## src/inc/asc_pkg.sv

```systemverilog
// Purpose: Constants and types for the asynchronous serial channel
// Assumes: Register port with 4-bit index and 16-bit data
// Notes:   Summary of operation below
//
// Summary of operation
// - With 8 data bits, frames go LSB first or MSB first per bit order.
// - Transmitter runs only while transmit enable is one.
// - Receiver runs only while receive enable is one.
// - Data invert select flips transmitted and received data bits.
// - Line polarity select inverts transmit pin and receive pin.
// - Two-bit count source field picks the prescaled baud clock.
// - Handshake select assigns the shared pin to CTS input or RTS output.
// - Handshake disable turns the chosen CTS or RTS function off.
// - Drive select makes the transmit pin push-pull or open-drain.
// - Read-only shift empty flag is set while no frame shifts out.
// - Buffer empty flag is set when transmit buffer data moves to the shift register.
// - Receive complete flag is set when a frame reaches the buffer.
// - Transmit interrupt source is buffer empty or transmission complete.
package asc_pkg;
  localparam logic [3:0] A_MODE = 4'h0;
  localparam logic [3:0] A_CTL0 = 4'h1;
  localparam logic [3:0] A_CTL1 = 4'h2;
  localparam logic [3:0] A_TXB  = 4'h3;
  localparam logic [3:0] A_RXB  = 4'h4;
  localparam logic [3:0] A_BRG  = 4'h5;
  localparam logic [3:0] A_IST  = 4'h6;
  localparam logic [3:0] A_IMSK = 4'h7;
  localparam logic [3:0] A_SMR1 = 4'h8;
  // Mode register fields
  localparam int F_PEN = 4;
  localparam int F_ODD = 5;
  localparam int F_POL = 6;
  // Control 0 fields, count source in [1:0]
  localparam int F_HSSEL = 2;
  localparam int F_TX_SHIFT_EMPTY_FLAG = 3;
  localparam int F_HSDIS = 4;
  localparam int F_OD    = 5;
  localparam int F_ORDER = 7;
  // Control 1 fields
  localparam int F_TE    = 0;
  localparam int F_TI    = 1;
  localparam int F_RE    = 2;
  localparam int F_RI    = 3;
  localparam int F_IRS   = 4;
  localparam int F_INV   = 5;
  // Frame length codes
  localparam logic [2:0] LEN7 = 3'h4;
  localparam logic [2:0] LEN8 = 3'h5;
  localparam logic [2:0] LEN9 = 3'h6;
  localparam logic [7:0] MODE_RST = 8'h05;
  localparam logic [7:0] CTL0_RST = 8'h10;
  localparam logic [7:0] CTL1_RST = 8'h00;
  localparam logic [7:0] BRG_RST  = 8'h00;
  localparam logic [3:0] OVS_LAST = 4'hf;
  localparam logic [3:0] OVS_MID  = 4'h7;
  typedef enum logic [2:0] {
    ST_IDLE  = 3'b000,
    ST_START = 3'b001,
    ST_DATA  = 3'b010,
    ST_PAR   = 3'b011,
    ST_STOP  = 3'b100
  } asc_st_t;
endpackage

```

## src/hw/asc_chan.sv

```systemverilog
// Purpose: Asynchronous serial channel with register port
// Assumes: Single clock, 16x oversampling, one stop bit
// Notes:   Parity bit sent when enabled; received parity is skipped
//
// Design decisions made here: the plain strobed port and the placing of the registers.
`timescale 1ns/1ps
module asc_chan
  import asc_pkg::*;
(
  input  wire logic        clk,     // System clock
  input  wire logic        rst_b,   // Async reset, low
  input  wire logic [3:0]  addr,    // Register index
  input  wire logic [15:0] wr_data, // Write data
  input  wire logic        wr_en,   // Write strobe
  input  wire logic        rd_en,   // Read strobe
  output logic      [15:0] rd_data, // Read data, next cycle
  output logic             irq,     // Level interrupt
  output logic             tx_out,  // Transmit pin out
  output logic             tx_oe,   // Transmit pin enable
  input  wire logic        rx_in,   // Receive pin
  input  wire logic        hs_in,   // Handshake pin in
  output logic             hs_out,  // Handshake pin out
  output logic             hs_oe    // Handshake pin enable
);
  logic [7:0]  mode_r, ctl0_r, ctl1_r, brg_r, smr_r;
  logic [1:0]  ist_r, imsk_r;
  logic [8:0]  txb_r, rxb_r, txs_r, rxs_r;
  logic        ti_r, ri_r, txp_r;
  logic [5:0]  pre_r;
  logic [7:0]  brc_r;
  logic [3:0]  txt_r, txi_r, rxt_r, rxi_r;
  asc_st_t     tx_st_r, rx_st_r;
  logic [2:0]  rxsy_r, hssy_r;
  logic        rxf_r, ctsf_r;
  logic [15:0] rd_data_r;
  logic        tx_out_r, tx_oe_r, hs_out_r, hs_oe_r;

  function automatic logic [8:0] asc_ord(input logic [8:0] d, input logic msb);
    logic [8:0] r;
    r = d;
    if (msb)
      for (int i = 0; i < 8; i++)
        r[i] = d[7-i];
    return r;
  endfunction

  function automatic logic [8:0] asc_dmask(input logic [2:0] len);
    return (len == LEN7) ? 9'h07f : (len == LEN9) ? 9'h1ff : 9'h0ff;
  endfunction

  function automatic logic [5:0] asc_pmask(input logic [1:0] sel);
    unique case (sel)
      2'h0: return 6'h00;
      2'h1: return 6'h07;
      2'h2: return 6'h1f;
      2'h3: return 6'h3f;
    endcase
  endfunction

  wire [2:0] len    = mode_r[2:0];
  wire [3:0] nbits  = (len == LEN7) ? 4'h7 : (len == LEN9) ? 4'h9 : 4'h8;
  wire [8:0] dmask  = asc_dmask(len);
  wire       msb    = ctl0_r[F_ORDER] && (len == LEN8);
  wire       pol    = mode_r[F_POL];
  wire       inv    = ctl1_r[F_INV];
  wire       tx_en  = ctl1_r[F_TE];
  wire       rx_en  = ctl1_r[F_RE];
  wire       hs_rts = ctl0_r[F_HSSEL];
  wire       hs_dis = ctl0_r[F_HSDIS];
  wire       wr_txb = wr_en && (addr == A_TXB);
  wire       rd_rxb = rd_en && (addr == A_RXB);
  wire       tx_ept = (tx_st_r == ST_IDLE);
  // CTS gates only the start of a frame, never one in flight
  wire       cts_ok = hs_dis || hs_rts || !ctsf_r;
  wire       tx_load = (tx_st_r == ST_IDLE) && tx_en && !ti_r && cts_ok && !wr_txb;
  wire       src_tk = ((pre_r & asc_pmask(ctl0_r[1:0])) == asc_pmask(ctl0_r[1:0]));
  wire       ovs_tk = src_tk && (brc_r == 8'h00);
  wire       tx_bend = ovs_tk && (txt_r == OVS_LAST);
  wire       tx_done = tx_bend && (tx_st_r == ST_STOP) && tx_en;
  wire       rx_smp = ovs_tk && (rxt_r == OVS_LAST);
  wire       rx_done = rx_smp && (rx_st_r == ST_STOP) && rx_en;
  wire       rxl    = rxf_r ^ pol;
  wire [8:0] rx_al  = rxs_r >> (4'h9 - nbits);
  wire       tx_ev  = ctl1_r[F_IRS] ? tx_done : tx_load;

  // Register writes
  always_ff @(posedge clk or negedge rst_b)
  begin
    if (!rst_b)
    begin
      mode_r <= MODE_RST;
      ctl0_r <= CTL0_RST;
      ctl1_r <= CTL1_RST;
      brg_r  <= BRG_RST;
      smr_r  <= 8'h00;
      imsk_r <= 2'h0;
      txb_r  <= 9'h000;
    end
    else if (wr_en)
    begin
      unique case (addr)
        A_MODE: mode_r <= wr_data[7:0];
        A_CTL0: ctl0_r <= wr_data[7:0];
        A_CTL1: ctl1_r <= wr_data[7:0];
        A_BRG:  brg_r  <= wr_data[7:0];
        A_SMR1: smr_r  <= wr_data[7:0];
        A_IMSK: imsk_r <= wr_data[1:0];
        A_TXB:  txb_r  <= wr_data[8:0];
        default: ;
      endcase
    end
  end

  // Flags: hardware set wins over software clear
  always_ff @(posedge clk or negedge rst_b)
  begin
    if (!rst_b)
    begin
      ti_r  <= 1'b1;
      ri_r  <= 1'b0;
      ist_r <= 2'h0;
    end
    else
    begin
      if (tx_load)
        ti_r <= 1'b1;
      else if (wr_txb)
        ti_r <= 1'b0;
      if (rx_done)
        ri_r <= 1'b1;
      else if (rd_rxb)
        ri_r <= 1'b0;
      for (int i = 0; i < 2; i++)
        if ((i == 0) ? tx_ev : rx_done)
          ist_r[i] <= 1'b1;
        else if (wr_en && (addr == A_IST) && wr_data[i])
          ist_r[i] <= 1'b0;
    end
  end

  assign irq = |(ist_r & imsk_r);

  // Read port
  always_ff @(posedge clk or negedge rst_b)
  begin
    if (!rst_b)
      rd_data_r <= 16'h0000;
    else if (!rd_en)
      rd_data_r <= 16'h0000;
    else
    begin
      unique case (addr)
        A_MODE: rd_data_r <= {8'h00, mode_r};
        A_CTL0: rd_data_r <= {8'h00, ctl0_r[7:4], tx_ept, ctl0_r[2:0]};
        A_CTL1: rd_data_r <= {8'h00, 2'h0, ctl1_r[5:4], ri_r, ctl1_r[2], ti_r, ctl1_r[0]};
        A_TXB:  rd_data_r <= {7'h00, txb_r};
        A_RXB:  rd_data_r <= {7'h00, rxb_r};
        A_BRG:  rd_data_r <= {8'h00, brg_r};
        A_IST:  rd_data_r <= {14'h0000, ist_r};
        A_IMSK: rd_data_r <= {14'h0000, imsk_r};
        A_SMR1: rd_data_r <= {8'h00, smr_r};
        default: rd_data_r <= 16'h0000;
      endcase
    end
  end

  assign rd_data = rd_data_r;

  // Prescaler and baud divider give the 16x tick
  always_ff @(posedge clk or negedge rst_b)
  begin
    if (!rst_b)
    begin
      pre_r <= 6'h00;
      brc_r <= 8'h00;
    end
    else
    begin
      pre_r <= pre_r + 6'h01;
      if (src_tk)
        brc_r <= (brc_r == 8'h00) ? brg_r : brc_r - 8'h01;
    end
  end

  // Pin synchronisers; a change counts once stages 2 and 3 agree
  always_ff @(posedge clk or negedge rst_b)
  begin
    if (!rst_b)
    begin
      rxsy_r <= 3'h7;
      hssy_r <= 3'h7;
      rxf_r  <= 1'b1;
      ctsf_r <= 1'b1;
    end
    else
    begin
      rxsy_r <= {rxsy_r[1:0], rx_in};
      hssy_r <= {hssy_r[1:0], hs_in};
      if (rxsy_r[1] == rxsy_r[2])
        rxf_r <= rxsy_r[2];
      if (hssy_r[1] == hssy_r[2])
        ctsf_r <= hssy_r[2];
    end
  end

  // Transmitter
  always_ff @(posedge clk or negedge rst_b)
  begin
    if (!rst_b)
    begin
      tx_st_r <= ST_IDLE;
      txt_r   <= 4'h0;
      txi_r   <= 4'h0;
      txs_r   <= 9'h000;
      txp_r   <= 1'b0;
    end
    else if (!tx_en)
      tx_st_r <= ST_IDLE;
    else if (tx_load)
    begin
      tx_st_r <= ST_START;
      txt_r   <= 4'h0;
      txi_r   <= 4'h0;
      txs_r   <= (asc_ord(txb_r, msb) ^ {9{inv}}) & dmask;
      txp_r   <= ^((asc_ord(txb_r, msb) ^ {9{inv}}) & dmask) ^ mode_r[F_ODD];
    end
    else if (tx_st_r != ST_IDLE && ovs_tk)
    begin
      txt_r <= txt_r + 4'h1;
      if (tx_bend)
      begin
        unique case (tx_st_r)
          ST_START: tx_st_r <= ST_DATA;
          ST_DATA:
          begin
            txs_r <= {1'b0, txs_r[8:1]};
            txi_r <= txi_r + 4'h1;
            if (txi_r == nbits - 4'h1)
              tx_st_r <= mode_r[F_PEN] ? ST_PAR : ST_STOP;
          end
          ST_PAR:  tx_st_r <= ST_STOP;
          ST_STOP: tx_st_r <= ST_IDLE;
          default: tx_st_r <= ST_IDLE;
        endcase
      end
    end
  end

  // Pin drivers
  always_ff @(posedge clk or negedge rst_b)
  begin
    if (!rst_b)
    begin
      tx_out_r <= 1'b1;
      tx_oe_r  <= 1'b1;
      hs_out_r <= 1'b1;
      hs_oe_r  <= 1'b0;
    end
    else
    begin
      logic lvl;
      unique case (tx_st_r)
        ST_START: lvl = 1'b0;
        ST_DATA:  lvl = txs_r[0];
        ST_PAR:   lvl = txp_r;
        default:  lvl = 1'b1;
      endcase
      lvl = lvl ^ pol;
      // Open-drain only pulls low; idle high comes from the pull-up
      tx_out_r <= ctl0_r[F_OD] ? 1'b0 : lvl;
      tx_oe_r  <= ctl0_r[F_OD] ? !lvl : 1'b1;
      hs_oe_r  <= hs_rts && !hs_dis;
      hs_out_r <= !(rx_en && !ri_r);
    end
  end

  assign tx_out = tx_out_r;
  assign tx_oe  = tx_oe_r;
  assign hs_out = hs_out_r;
  assign hs_oe  = hs_oe_r;

  // Receiver
  always_ff @(posedge clk or negedge rst_b)
  begin
    if (!rst_b)
    begin
      rx_st_r <= ST_IDLE;
      rxt_r   <= 4'h0;
      rxi_r   <= 4'h0;
      rxs_r   <= 9'h000;
      rxb_r   <= 9'h000;
    end
    else if (!rx_en)
      rx_st_r <= ST_IDLE;
    else if (rx_st_r == ST_IDLE)
    begin
      rxt_r <= 4'h0;
      rxi_r <= 4'h0;
      if (!rxl)
        rx_st_r <= ST_START;
    end
    else if (ovs_tk)
    begin
      rxt_r <= rxt_r + 4'h1;
      if (rx_st_r == ST_START && rxt_r == OVS_MID)
      begin
        rxt_r <= 4'h0;
        rx_st_r <= rxl ? ST_IDLE : ST_DATA;
      end
      else if (rx_smp)
      begin
        unique case (rx_st_r)
          ST_DATA:
          begin
            rxs_r <= {rxl, rxs_r[8:1]};
            rxi_r <= rxi_r + 4'h1;
            if (rxi_r == nbits - 4'h1)
              rx_st_r <= mode_r[F_PEN] ? ST_PAR : ST_STOP;
          end
          ST_PAR:  rx_st_r <= ST_STOP;
          ST_STOP:
          begin
            rx_st_r <= ST_IDLE;
            rxb_r   <= asc_ord((rx_al ^ {9{inv}}) & dmask, msb);
          end
          default: rx_st_r <= ST_IDLE;
        endcase
      end
    end
  end
endmodule

```

## config.mk

```make
export PLATFORM = sky130hd
export DESIGN_NAME = asc_chan
export DESIGN_NICKNAME = d
export VERILOG_FILES = /design/src/inc/asc_pkg.sv /design/src/hw/asc_chan.sv
export SDC_FILE = /design/constraint.sdc
export NUM_CORES = 1
export LEC_CHECK = 0
export ABC_AREA = 1
export BUFFER_PORTS_ARGS = -buffer_cell sky130_fd_sc_hd__buf_2
export CORE_ASPECT_RATIO = 2
export CORE_MARGIN = 5
export CORE_UTILIZATION = 51
export CTS_BUF_LIST = sky130_fd_sc_hd__clkbuf_4
export DETAILED_ROUTE_END_ITERATION = 16
export HOLD_SLACK_MARGIN = 0.03
export PLACE_DENSITY = 0.72
export SETUP_SLACK_MARGIN = 0.15
export SLEW_MARGIN = 20
export SYNTH_ARGS = -nofsm -noshare
export SYNTH_HDL_FRONTEND = slang
export SYNTH_SLANG_ARGS = --single-unit
```

## constraint.sdc

```tcl
create_clock -name clk -period 1.7 [get_ports clk]
set_clock_uncertainty 0.05 [all_clocks]
set_input_delay 0.255 -clock clk [delete_from_list [all_inputs] [get_ports clk]]
set_output_delay 0.255 -clock clk [all_outputs]
set_load 0.01 [all_outputs]
```

==> flow_summary.toml, run 1 <==
[sta]
hold_viol_final = 0
rsz0062_at_grt = "yes"
max_freq_mhz = 484
slew_viol_final = 0
layout_setup_ws_ps = -367
period_minus_slack_ps = 2070
finalSetupViolations = 58
fin_crit_sh_pct = 122

[clock_tree]
cts_tree = "done"
clk-insertion-delay-late_ps = 560
cts_sinks = 135
htree_levels = 4
cts_buffers = 17
cts_max_path_buffers = 2
clk_transition_reported_paths_ps = 150
cts-root-buf = "clkbuf_4"

[power_and_ir_drop]
ir_worst_vdd_mv = 0.857
p_per_area_nw_per_um2 = 1150
clockPowerShare_pct = 24.0
p_leak_uw = 0.00469
p_int_uw = 7030
total_power_uw = 11300
p_seq_share_pct = 38.2
switching_power_uw = 4250
sw_frac_of_total_pct = 37.7
power_frac_comb_pct = 37.8

[routing]
via_count = 7063
wl_per_cell_um = 17.0
ant_nets = 0
via_per_inst = 5.57
drc = 0
first_pass_iters = 9
wl_um = 21600
drt_iter0_drc = 522

[status]
status = "finished, violations left"
violations = "setup timing"

[worst_setup_path]
crit_buf_inv = 3
timing_worst_setup_path_type = "flop to flop"
max_stage_delay_ps = 420
cp.required_ps = 2110
crit_arrival_ps = 2480
crit_path_frequent_cell = "nor2_4"
worstPathMaxFanout = 5
crit_chain = "inv_2 -> nand2_2 -> nor3_4 -> nand3_4 -> nor2_4 -> buf_12 -> nand2_8 -> nor2_8 -> buf_8 -> nor2_4 -> nor2_2 -> xnor2_1 -> nor2_1"
cp_top_family = "simple AND/OR/NAND/NOR gates"
worstSetupStartpointType = "flop"
cp_slowest_cell = "dfrtp_1"
end_kind = "flop"

[global_routing]
gr-total-overflow = 0
antenna_found_initial = 1
grt_max_degree = 42
grt_pass1_vias = 6782
groute.usage.overall_pct = 25.7
grt_first_pass_wirelength_um = 33100

[logic_synthesis]
ys_seq_area_share_pct = 47.7
ys_seq_elements = 135
synthFlopType = "dfrtp_1"
synth.area.top_cells = "dfrtp_1, nand2_1, o21ai_0"
synth_area_per_cell_um2 = 8.00
ys_types = 55
async_flop_share_pct = 100
yosysWarnings = 0
synth_edf_count = 0
syn_area_um2 = 7120
synthCells = 890
yosysTopAreaCellShare_pct = 42.2
synth.largest_area_cell = "dfrtp_1"

[final_layout]
final_nets = 1099
area_growth_pct = 37.8
fin_cells = 1269
layout-drive-gt1-share_pct = 33.5

[placed_design]
gp_congestion = 0.937
dp.cells = 1191
place_hpwl_um = 15100
numPortBuffers = 32

[die]
io_pins = 47
die_h_um = 177
core-area_um2 = 13800
die_w_um = 93.6
rows = 61
die_area_um2 = 16600
start_util_pct = 51.6

[run]
maxCapViolCount = 0

[hold_path]
holdCritPathClass = "input pin to flop"
[final timing paths]
path / startpoint / end / slack, ps / cells after the start
max in group asynchronous: rst_b / ctl0_r[4] / 870 / 3
min in group asynchronous: rst_b / brg_r[0] / 110 / 2
setup / recovery: brc_r[3] / txt_r[3] / -370 / 13
setup reg to reg: brc_r[3] / txt_r[3] / -370 / 13
hold reg to reg: hssy_r[0] / hssy_r[1] / 300 / 0
hold / removal: wr_data[5] / ctl0_r[5] / 50 / 3
[metal layers]
layer  vias to the layer above  share of wire [%]  wire (um)  global-route usage, %
met4                         0                6.9       1490                   15.3
li1                       3289                  -          -                      -
met1                      3384                 36       7790                   27.7
met3                       112                4.2        914                   3.79
met5                         -                  0          0                      0
met2                       278                 53      11400                   46.5
[final cells by class]
| type | instances | area (um2) |
|---|---|---|
| Antenna cell | 1 | 2.50 |
| Clock buffer | 17 | 128 |
| Clock inverter | 15 | 235 |
| Fill cell | 1032 | 4000 |
| Inverter | 95 | 374 |
| Multi-Input combinational cell | 635 | 3870 |
| Sequential cell | 135 | 3400 |
| Tap cell | 189 | 236 |
| Timing Repair Buffer | 182 | 1570 |
[stage by stage]
stage                     cell area, um2  util (%)  setup slack (ps)  setup TNS [ps]  hold slack [ps]
after floorplan                     7270         -             -93.0            -945            -90.6
after global placement              8330      60.3              -309           -8010              149
after detailed placement            8330      60.3              -317          -10460              146
after CTS                           9150      66.2              -277           -9660             34.7
after global routing                9820      71.1              -507          -20030             58.6
final                               9820      71.1              -367          -12470             52.5
[sequential cells by signal (all words and copies together) (netlist names), 8 cells and up]
signal   count
brg_r        8
txs_r        9
txb_r        9
brc_r        8
rd_data      9
rxb_r        9
mode_r       8
smr_r        8
rxs_r        9
[cells in the final DEF (no fill, tap or decap), drive strengths merged, types with 4 or more instances in the layout]
| cell type | Yosys | final |
|---|---|---|
| dfstp | 15 | 15 |
| bufinv | 0 | 5 |
| dlygate4sd3 | 0 | 9 |
| a221oi | 6 | 6 |
| dfrtp | 120 | 120 |
| inv | 94 | 101 |
| nand2 | 260 | 262 |
| clkinv | 1 | 4 |
| a21oi | 29 | 29 |
| buf | 21 | 172 |
| clkbuf | 12 | 18 |
| nor3 | 6 | 6 |
| ha | 7 | 7 |
| o21ai | 100 | 100 |
| o22ai | 17 | 17 |
| o31ai | 6 | 6 |
| nand3 | 80 | 80 |
| xnor2 | 5 | 5 |
| conb | 1 | 7 |
| nor2 | 61 | 61 |
| xor2 | 18 | 18 |
| o221ai | 5 | 5 |
[power by group through the flow]
stage	registers (uW)	logic [uW]	clock network [uW]
final	4320	4260	2710
after global routing	4360	4660	2870
after CTS	4250	3600	2720
after detailed placement	4310	3320	0
after global placement	4290	3250	0
after floorplan	4210	2050	0
[worst reg2reg max path, stage by stage (launching register included)]
cell,delay (ps)
dfrtp_1,420
inv_2,70
nand2_2,70
nor3_4,180
nand3_4,130
nor2_4,190
buf_12,150
nand2_8,60
nor2_8,180
buf_8,160
nor2_4,50
nor2_2,90
xnor2_1,120
nor2_1,60
[synth_stat cells, drive strengths merged (2+ instances only)]
cell,number
clkbuf,12
xor2,18
a22o,2
dfrtp,120
o21ai,100
o22ai,17
o2111ai,2
o31ai,6
a21oi,29
ha,7
xnor2,5
o221ai,5
inv,94
nand2,260
dfstp,15
nand4,3
maj3,2
nand3,80
buf,21
o211ai,3
a221oi,6
nor3,6
nor2,61
a31oi,3
[repair_timing]
item,in CTS,in global routing
hold buffers,9,0
pin swaps,29,45
resized for setup,69,110
cloned,2,4
setup buffers,11,19
endpoints found under the hold margin,144,0
setup endpoints to repair,64,65
[cells by family (layout without fill, tap and decap cells)]
group                      after synthesis  in the layout  share of synthesized area [%]
other                                    1              8                         0.0526
DFF                                    135            135                           47.7
xor gates and xnor gates                23             23                           2.83
AOI/OAI and AO/OA                      180            180                           14.7
and+or+nand+nor                        413            415                           25.3
muxes                                    1              1                          0.211
buffers and inverters                  128            309                           7.68
adders and majority gates                9              9                           1.51
Power figures use the tool's default switching activity.
==> inputs of run 2 (changes only) <==
--- a/config.mk
+++ b/config.mk
@@ -7,13 +7,15 @@
 export LEC_CHECK = 0
 export ABC_AREA = 1
 export BUFFER_PORTS_ARGS = -buffer_cell sky130_fd_sc_hd__buf_2
+export CELL_PAD_IN_SITES_DETAIL_PLACEMENT = 0
+export CELL_PAD_IN_SITES_GLOBAL_PLACEMENT = 2
 export CORE_ASPECT_RATIO = 2
 export CORE_MARGIN = 5
-export CORE_UTILIZATION = 51
+export CORE_UTILIZATION = 34
 export CTS_BUF_LIST = sky130_fd_sc_hd__clkbuf_4
 export DETAILED_ROUTE_END_ITERATION = 16
 export HOLD_SLACK_MARGIN = 0.03
-export PLACE_DENSITY = 0.72
+export PLACE_DENSITY_LB_ADDON = 0.1
 export SETUP_SLACK_MARGIN = 0.15
 export SLEW_MARGIN = 20
 export SYNTH_ARGS = -nofsm -noshare
==> run 2 against run 1 <==
Compared with the run above: the run still ends with setup timing left; final cell count rose by 6.4%; hold slack improved by 110 ps; core utilization fell by 25 points; global-route usage fell by 6.1 points; register-to-register slack barely moved; critical path type unchanged.
==> flow_summary.toml, run 2 (same netlist as run 1, synthesis figures left out) <==
[power_and_ir_drop]
total_power_uw = 10400
p_leak_uw = 0.00462
p_per_area_nw_per_um2 = 1070
ir_worst_vdd_mv = 0.838

[global_routing]
gr-usage-met3_pct = 3.91
grt_pass1_vias = 6832
antenna_found_initial = 2
use_met2_pct = 36.0
groute.usage.overall_pct = 19.6
gr-total-overflow = 0
grt_first_pass_wirelength_um = 36500
grt_max_degree = 40
busiest_layer = "met2"
grt_use_met1_pct = 20.8

[final_layout]
area_growth_pct = 35.8
final_nets = 1099
fillers = 2144
regArea_um2 = 3400
final_cell_mix = "nand2_1, dfrtp_1, buf_4"
final_area_um2 = 9670
multiInputGateArea_um2 = 3730
layout-drive-gt1-share_pct = 31.6
postLayoutCoreUtil_pct = 46.4
layout_commonest_cell = "nand2_1"

[worst_setup_path]
r2r_setup_slack_ps = -370
reg2reg_from = "brc_r[3]"
crit_buf_inv = 3
crit_chain = "inv_2 -> nand2_4 -> nor3_4 -> nand3_4 -> nor2_4 -> buf_6 -> buf_6 -> nand3_4 -> nor2_4 -> nand2_4 -> mux2_4"
crit_arrival_ps = 2510
timing_worst_setup_path_type = "flop to flop"
r2r_end = "rxs_r[0]"
cp.required_ps = 2140
worstSetupStartpointType = "flop"
end_kind = "flop"
cp_top_family = "simple AND/OR/NAND/NOR gates"
worstPathMaxFanout = 4
max_stage_delay_ps = 410
r2r_cells = 11
cp_slowest_cell = "dfrtp_1"

[sta]
finalSetupViolations = 50
period_minus_slack_ps = 2070
timing.hold.ws_ps = 167
rsz0062_at_grt = "yes"
hold_viol_final = 0
slew_viol_final = 0
layout_setup_ws_ps = -367
fin_crit_sh_pct = 122
max_freq_mhz = 484

[hold_path]
holdCritPathClass = "input pin to flop"
hold_depth = 7
holdPathEnd = "ist_r[1]"
hp-start = "addr[3]"

[clock_tree]
cts_buffers = 17
htree_levels = 4
clk_transition_reported_paths_ps = 130
cts_max_path_buffers = 2
clk-insertion-delay-late_ps = 600
cts_tree = "done"
cts-root-buf = "clkbuf_4"
cts_sinks = 135

[placed_design]
gp_congestion = 0.917
place_hpwl_um = 17800
placed_cell_area_um2 = 8460
pre_cts_slack_ps = -384
numPortBuffers = 32

[die]
die_w_um = 112
die_h_um = 215
rows = 75
core-area_um2 = 20800
start_util_pct = 34.2
die_area_um2 = 24100
io_pins = 47

[run]
maxCapViolCount = 0

[routing]
wl_um = 23300
drt_iter0_drc = 319
via_per_inst = 4.95
wl_per_cell_um = 17.3
via_count = 6678
drc = 0
first_pass_iters = 5
ant_nets = 0

[status]
status = "finished, violations left"
violations = "setup timing"
==> run 2: changes by cell type in the layout (fill, tap and decap cells not counted), sizes merged, moves of 2 or more <==
cell         previous run  this run
bufinv                  5         2
dlygate4sd3             9        17
nand2                 262       260
clkinv                  4         6
buf                   172       167
==> run 2: layout make-up <==
type | count | share of cell area (%)
Inverter | 95 | 3.71
Sequential cell | 135 | 35.1
Multi-Input combinational cell | 633 | 38.6
Timing Repair Buffer | 184 | 16.0
Tap cell | 269 | 3.48
Clock inverter | 15 | 1.73
Clock buffer | 17 | 1.32
Antenna cell | 2 | 0.0517
==> run 2: how the worst max path moves through the flow <==
stage	cells after the start	slack [ps]	to	startpoint
4_1_cts	15	-350	txp_r	mode_r[2]
3_3_place_gp	15	-390	txp_r	mode_r[2]
6_report	11	-370	rxs_r[0]	brc_r[3]
5_1_grt	14	-500	rxb_r[0]	brc_r[2]
3_5_place_dp	15	-380	txp_r	mode_r[2]
2_1_floorplan	9	-90	rxs_r[0]	brc_r[3]
==> run 2: worst register-to-register path: cells and delay by family, from the launching register on <==
kind	cells	cell delay [ps]
mux	1	310
buf+inv	3	330
flops	1	410
simple gates	7	880
==> run 2: timing repair <==
action | CTS | global route
hold buffers | 17 | 0
pin swaps | 15 | 21
endpoints found under the hold margin | 167 | 0
setup endpoints to repair | 67 | 70
gates resized for setup | 52 | 92
setup buffers | 7 | 11
gates cloned | 1 | 3
==> run 2: report_power, final <==
part | switching [uW] | internal [uW] | total [uW] | leakage (uW)
Sequential | 468 | 3810 | 4270 | 0.00171
Combinational | 2200 | 1600 | 3810 | 0.00274
Clock | 1400 | 909 | 2310 | 0.000160
Total | 4070 | 6320 | 10400 | 0.00462
==> run 2: stage by stage <==
step	instances	TNS, ps
final	1350	-13060
after global routing	1350	-20420
after CTS	1334	-12720
after detailed placement	1277	-13140
after global placement	1277	-11580
after floorplan	896	-945
==> run 2: metal layers <==
metal / share of wire, % / wire length [um] / vias to the layer above
met1: 37 / 8720 / 3219
met2: 55 / 12800 / 124
li1: - / - / 3286
met3: 2.9 / 674 / 49
met5: 0 / 0 / -
met4: 4.7 / 1100 / 0
==> inputs of run 3 (changes only) <==
--- a/config.mk
+++ b/config.mk
@@ -10,9 +10,8 @@
 export CELL_PAD_IN_SITES_DETAIL_PLACEMENT = 0
 export CELL_PAD_IN_SITES_GLOBAL_PLACEMENT = 2
 export CORE_ASPECT_RATIO = 2
-export CORE_MARGIN = 5
-export CORE_UTILIZATION = 34
-export CTS_BUF_LIST = sky130_fd_sc_hd__clkbuf_4
+export CORE_MARGIN = 2
+export CORE_UTILIZATION = 33
 export DETAILED_ROUTE_END_ITERATION = 16
 export HOLD_SLACK_MARGIN = 0.03
 export PLACE_DENSITY_LB_ADDON = 0.1
==> run 3 against run 2 <==
Compared with the run above: the run still ends with setup timing left; first-iteration DRC count is 4.4% higher; combinational power increased by 3%; sequential power rose by 1%; register-to-register slack improved by 20 ps; die area fell by 5.3%; sequential share of layout area decreased by 0.88 points; via count shrank 1.6%; design area rose by 2.6%; largest power group unchanged; sequential cell count stayed put; clock-buffer cell count is 3 higher; critical endpoint unchanged.
==> flow_summary.toml, run 3 (same netlist as run 1, synthesis figures left out) <==
[routing]
ant_nets = 0
wl_per_cell_um = 17.4
drc = 0
first_pass_iters = 5
wl_um = 23500
drt_iter0_drc = 333
via_per_inst = 4.87
via_count = 6568

[worst_setup_path]
worstSetupStartpointType = "flop"
worstPathMaxFanout = 4
cp.required_ps = 1970
max_stage_delay_ps = 390
crit_chain = "inv_2 -> nand2_4 -> nor3_4 -> nand3_4 -> nor2_4 -> buf_6 -> buf_6 -> nand3_4 -> nor2_4 -> nand2_4 -> mux2_4"
r2r_end = "rxs_r[0]"
r2r_cells = 11
r2r_setup_slack_ps = -350
timing_worst_setup_path_type = "flop to flop"
end_kind = "flop"
crit_arrival_ps = 2310
crit_buf_inv = 3
reg2reg_from = "brc_r[3]"
cp_top_family = "simple AND/OR/NAND/NOR gates"
cp_slowest_cell = "dfrtp_1"

[global_routing]
grt_max_degree = 44
grt_pass1_vias = 6776
grt_first_pass_wirelength_um = 36300
antenna_found_initial = 0
gr-total-overflow = 0
groute.usage.overall_pct = 21.2

[sta]
slew_viol_final = 0
rsz0062_at_grt = "yes"
hold_viol_final = 0
period_minus_slack_ps = 2050
fin_crit_sh_pct = 120
layout_setup_ws_ps = -346
finalSetupViolations = 61
max_freq_mhz = 489

[final_layout]
fin_cells = 1348
final_cell_mix = "nand2_1, dfrtp_1, buf_4"
layout_commonest_cell = "nand2_1"
final_nets = 1095
antennaDiodeCount = 0
area_growth_pct = 39.3
regArea_um2 = 3400
fillers = 2115
layout-drive-gt1-share_pct = 31.8
multiInputGateArea_um2 = 3730
postLayoutCoreUtil_pct = 46.4

[status]
violations = "setup timing"
status = "finished, violations left"

[clock_tree]
clk-insertion-delay-late_ps = 430
cts_buffers = 17
cts_tree = "done"
clk_transition_reported_paths_ps = 60
cts_max_path_buffers = 2
cts-root-buf = "clkbuf_16"
htree_levels = 4
cts_sinks = 135

[hold_path]
hold_depth = 3
holdPathEnd = "rd_data[5]"
hp-start = "rd_en"
holdCritPathClass = "input pin to flop"

[placed_design]
dp.cells = 1286
numPortBuffers = 32
place_hpwl_um = 17600
pre_cts_slack_ps = -436
gp_congestion = 0.865

[power_and_ir_drop]
p_per_area_nw_per_um2 = 1200
ir_worst_vdd_mv = 0.666
p_leak_uw = 0.00479

[die]
start_util_pct = 33.3
die_area_um2 = 22800
rows = 76
io_pins = 47
core-area_um2 = 21400
die_w_um = 108
die_h_um = 212

[run]
maxCapViolCount = 0
run 3: changes by cell type in the layout (fill, tap and decap cells not counted), sizes merged:
cell         before  now
buf             167  172
clkbuf           17   22
clkinv            6    7
clkinvlp          1    3
diode             2    0
dlygate4sd3      17    4
inv             101   95
nand2           260  262
run 3: worst max path at each step:
stage	startpoint	end	slack (ps)	cells after the start
floorplan	brc_r[3]	rxs_r[0]	-90	9
global placement	mode_r[2]	txp_r	-430	14
detailed placement	mode_r[2]	txp_r	-440	14
CTS	mode_r[2]	txp_r	-340	14
global route	brc_r[3]	txi_r[2]	-460	12
finish	brc_r[3]	rxs_r[0]	-350	11
run 3: through the flow:
| stage | total power (uW) | setup TNS [ps] | hold WS [ps] | cell area [um2] |
|---|---|---|---|---|
| after floorplan | 6260 | -945 | -90.6 | 7270 |
| after global placement | 7700 | -12920 | 158 | 8540 |
| after detailed placement | 7780 | -13970 | 164 | 8540 |
| after CTS | 11700 | -12890 | 41.7 | 9500 |
| after global routing | 12600 | -20260 | 70.2 | 9920 |
| final | 11900 | -13550 | 70.5 | 9920 |
run 3: power breakdown:
group / switching, uW / internal (uW)
sequential: 507 / 3810
clock: 1460 / 2190
combinational: 2240 / 1690
total: 4210 / 7690
run 3: metal layers:
layer	global-route usage (%)	up-vias	part of all wire (%)
li1	-	3282	-
met5	0	-	0
met4	9.46	0	3.6
met2	38.8	101	56
met3	3.85	39	2.4
met1	23.4	3146	38
run 3: what timing repair did:
action,in CTS,in global routing
endpoints found under the hold margin,30,0
endpoints found under the setup margin,63,65
pin swaps,15,24
gates resized for setup,58,77
gates cloned,1,3
hold buffers,4,0
setup buffers,16,6
run 3: layout make-up:
| class | count | area share (%) |
|---|---|---|
| clock buffers | 20 | 4.50 |
| repair buffers | 178 | 15.3 |
| multi-input cells | 635 | 37.6 |
| flip-flops and latches | 135 | 34.2 |
| inverters | 95 | 3.67 |
| clock inverters | 12 | 1.30 |
| well taps | 273 | 3.44 |
run 3: tightest hold or removal path, delay by kind of cell:
family | cells | cell delay, ps
AOI/OAI and AO/OA | 1 | 80
buffers and inverters | 2 | 180
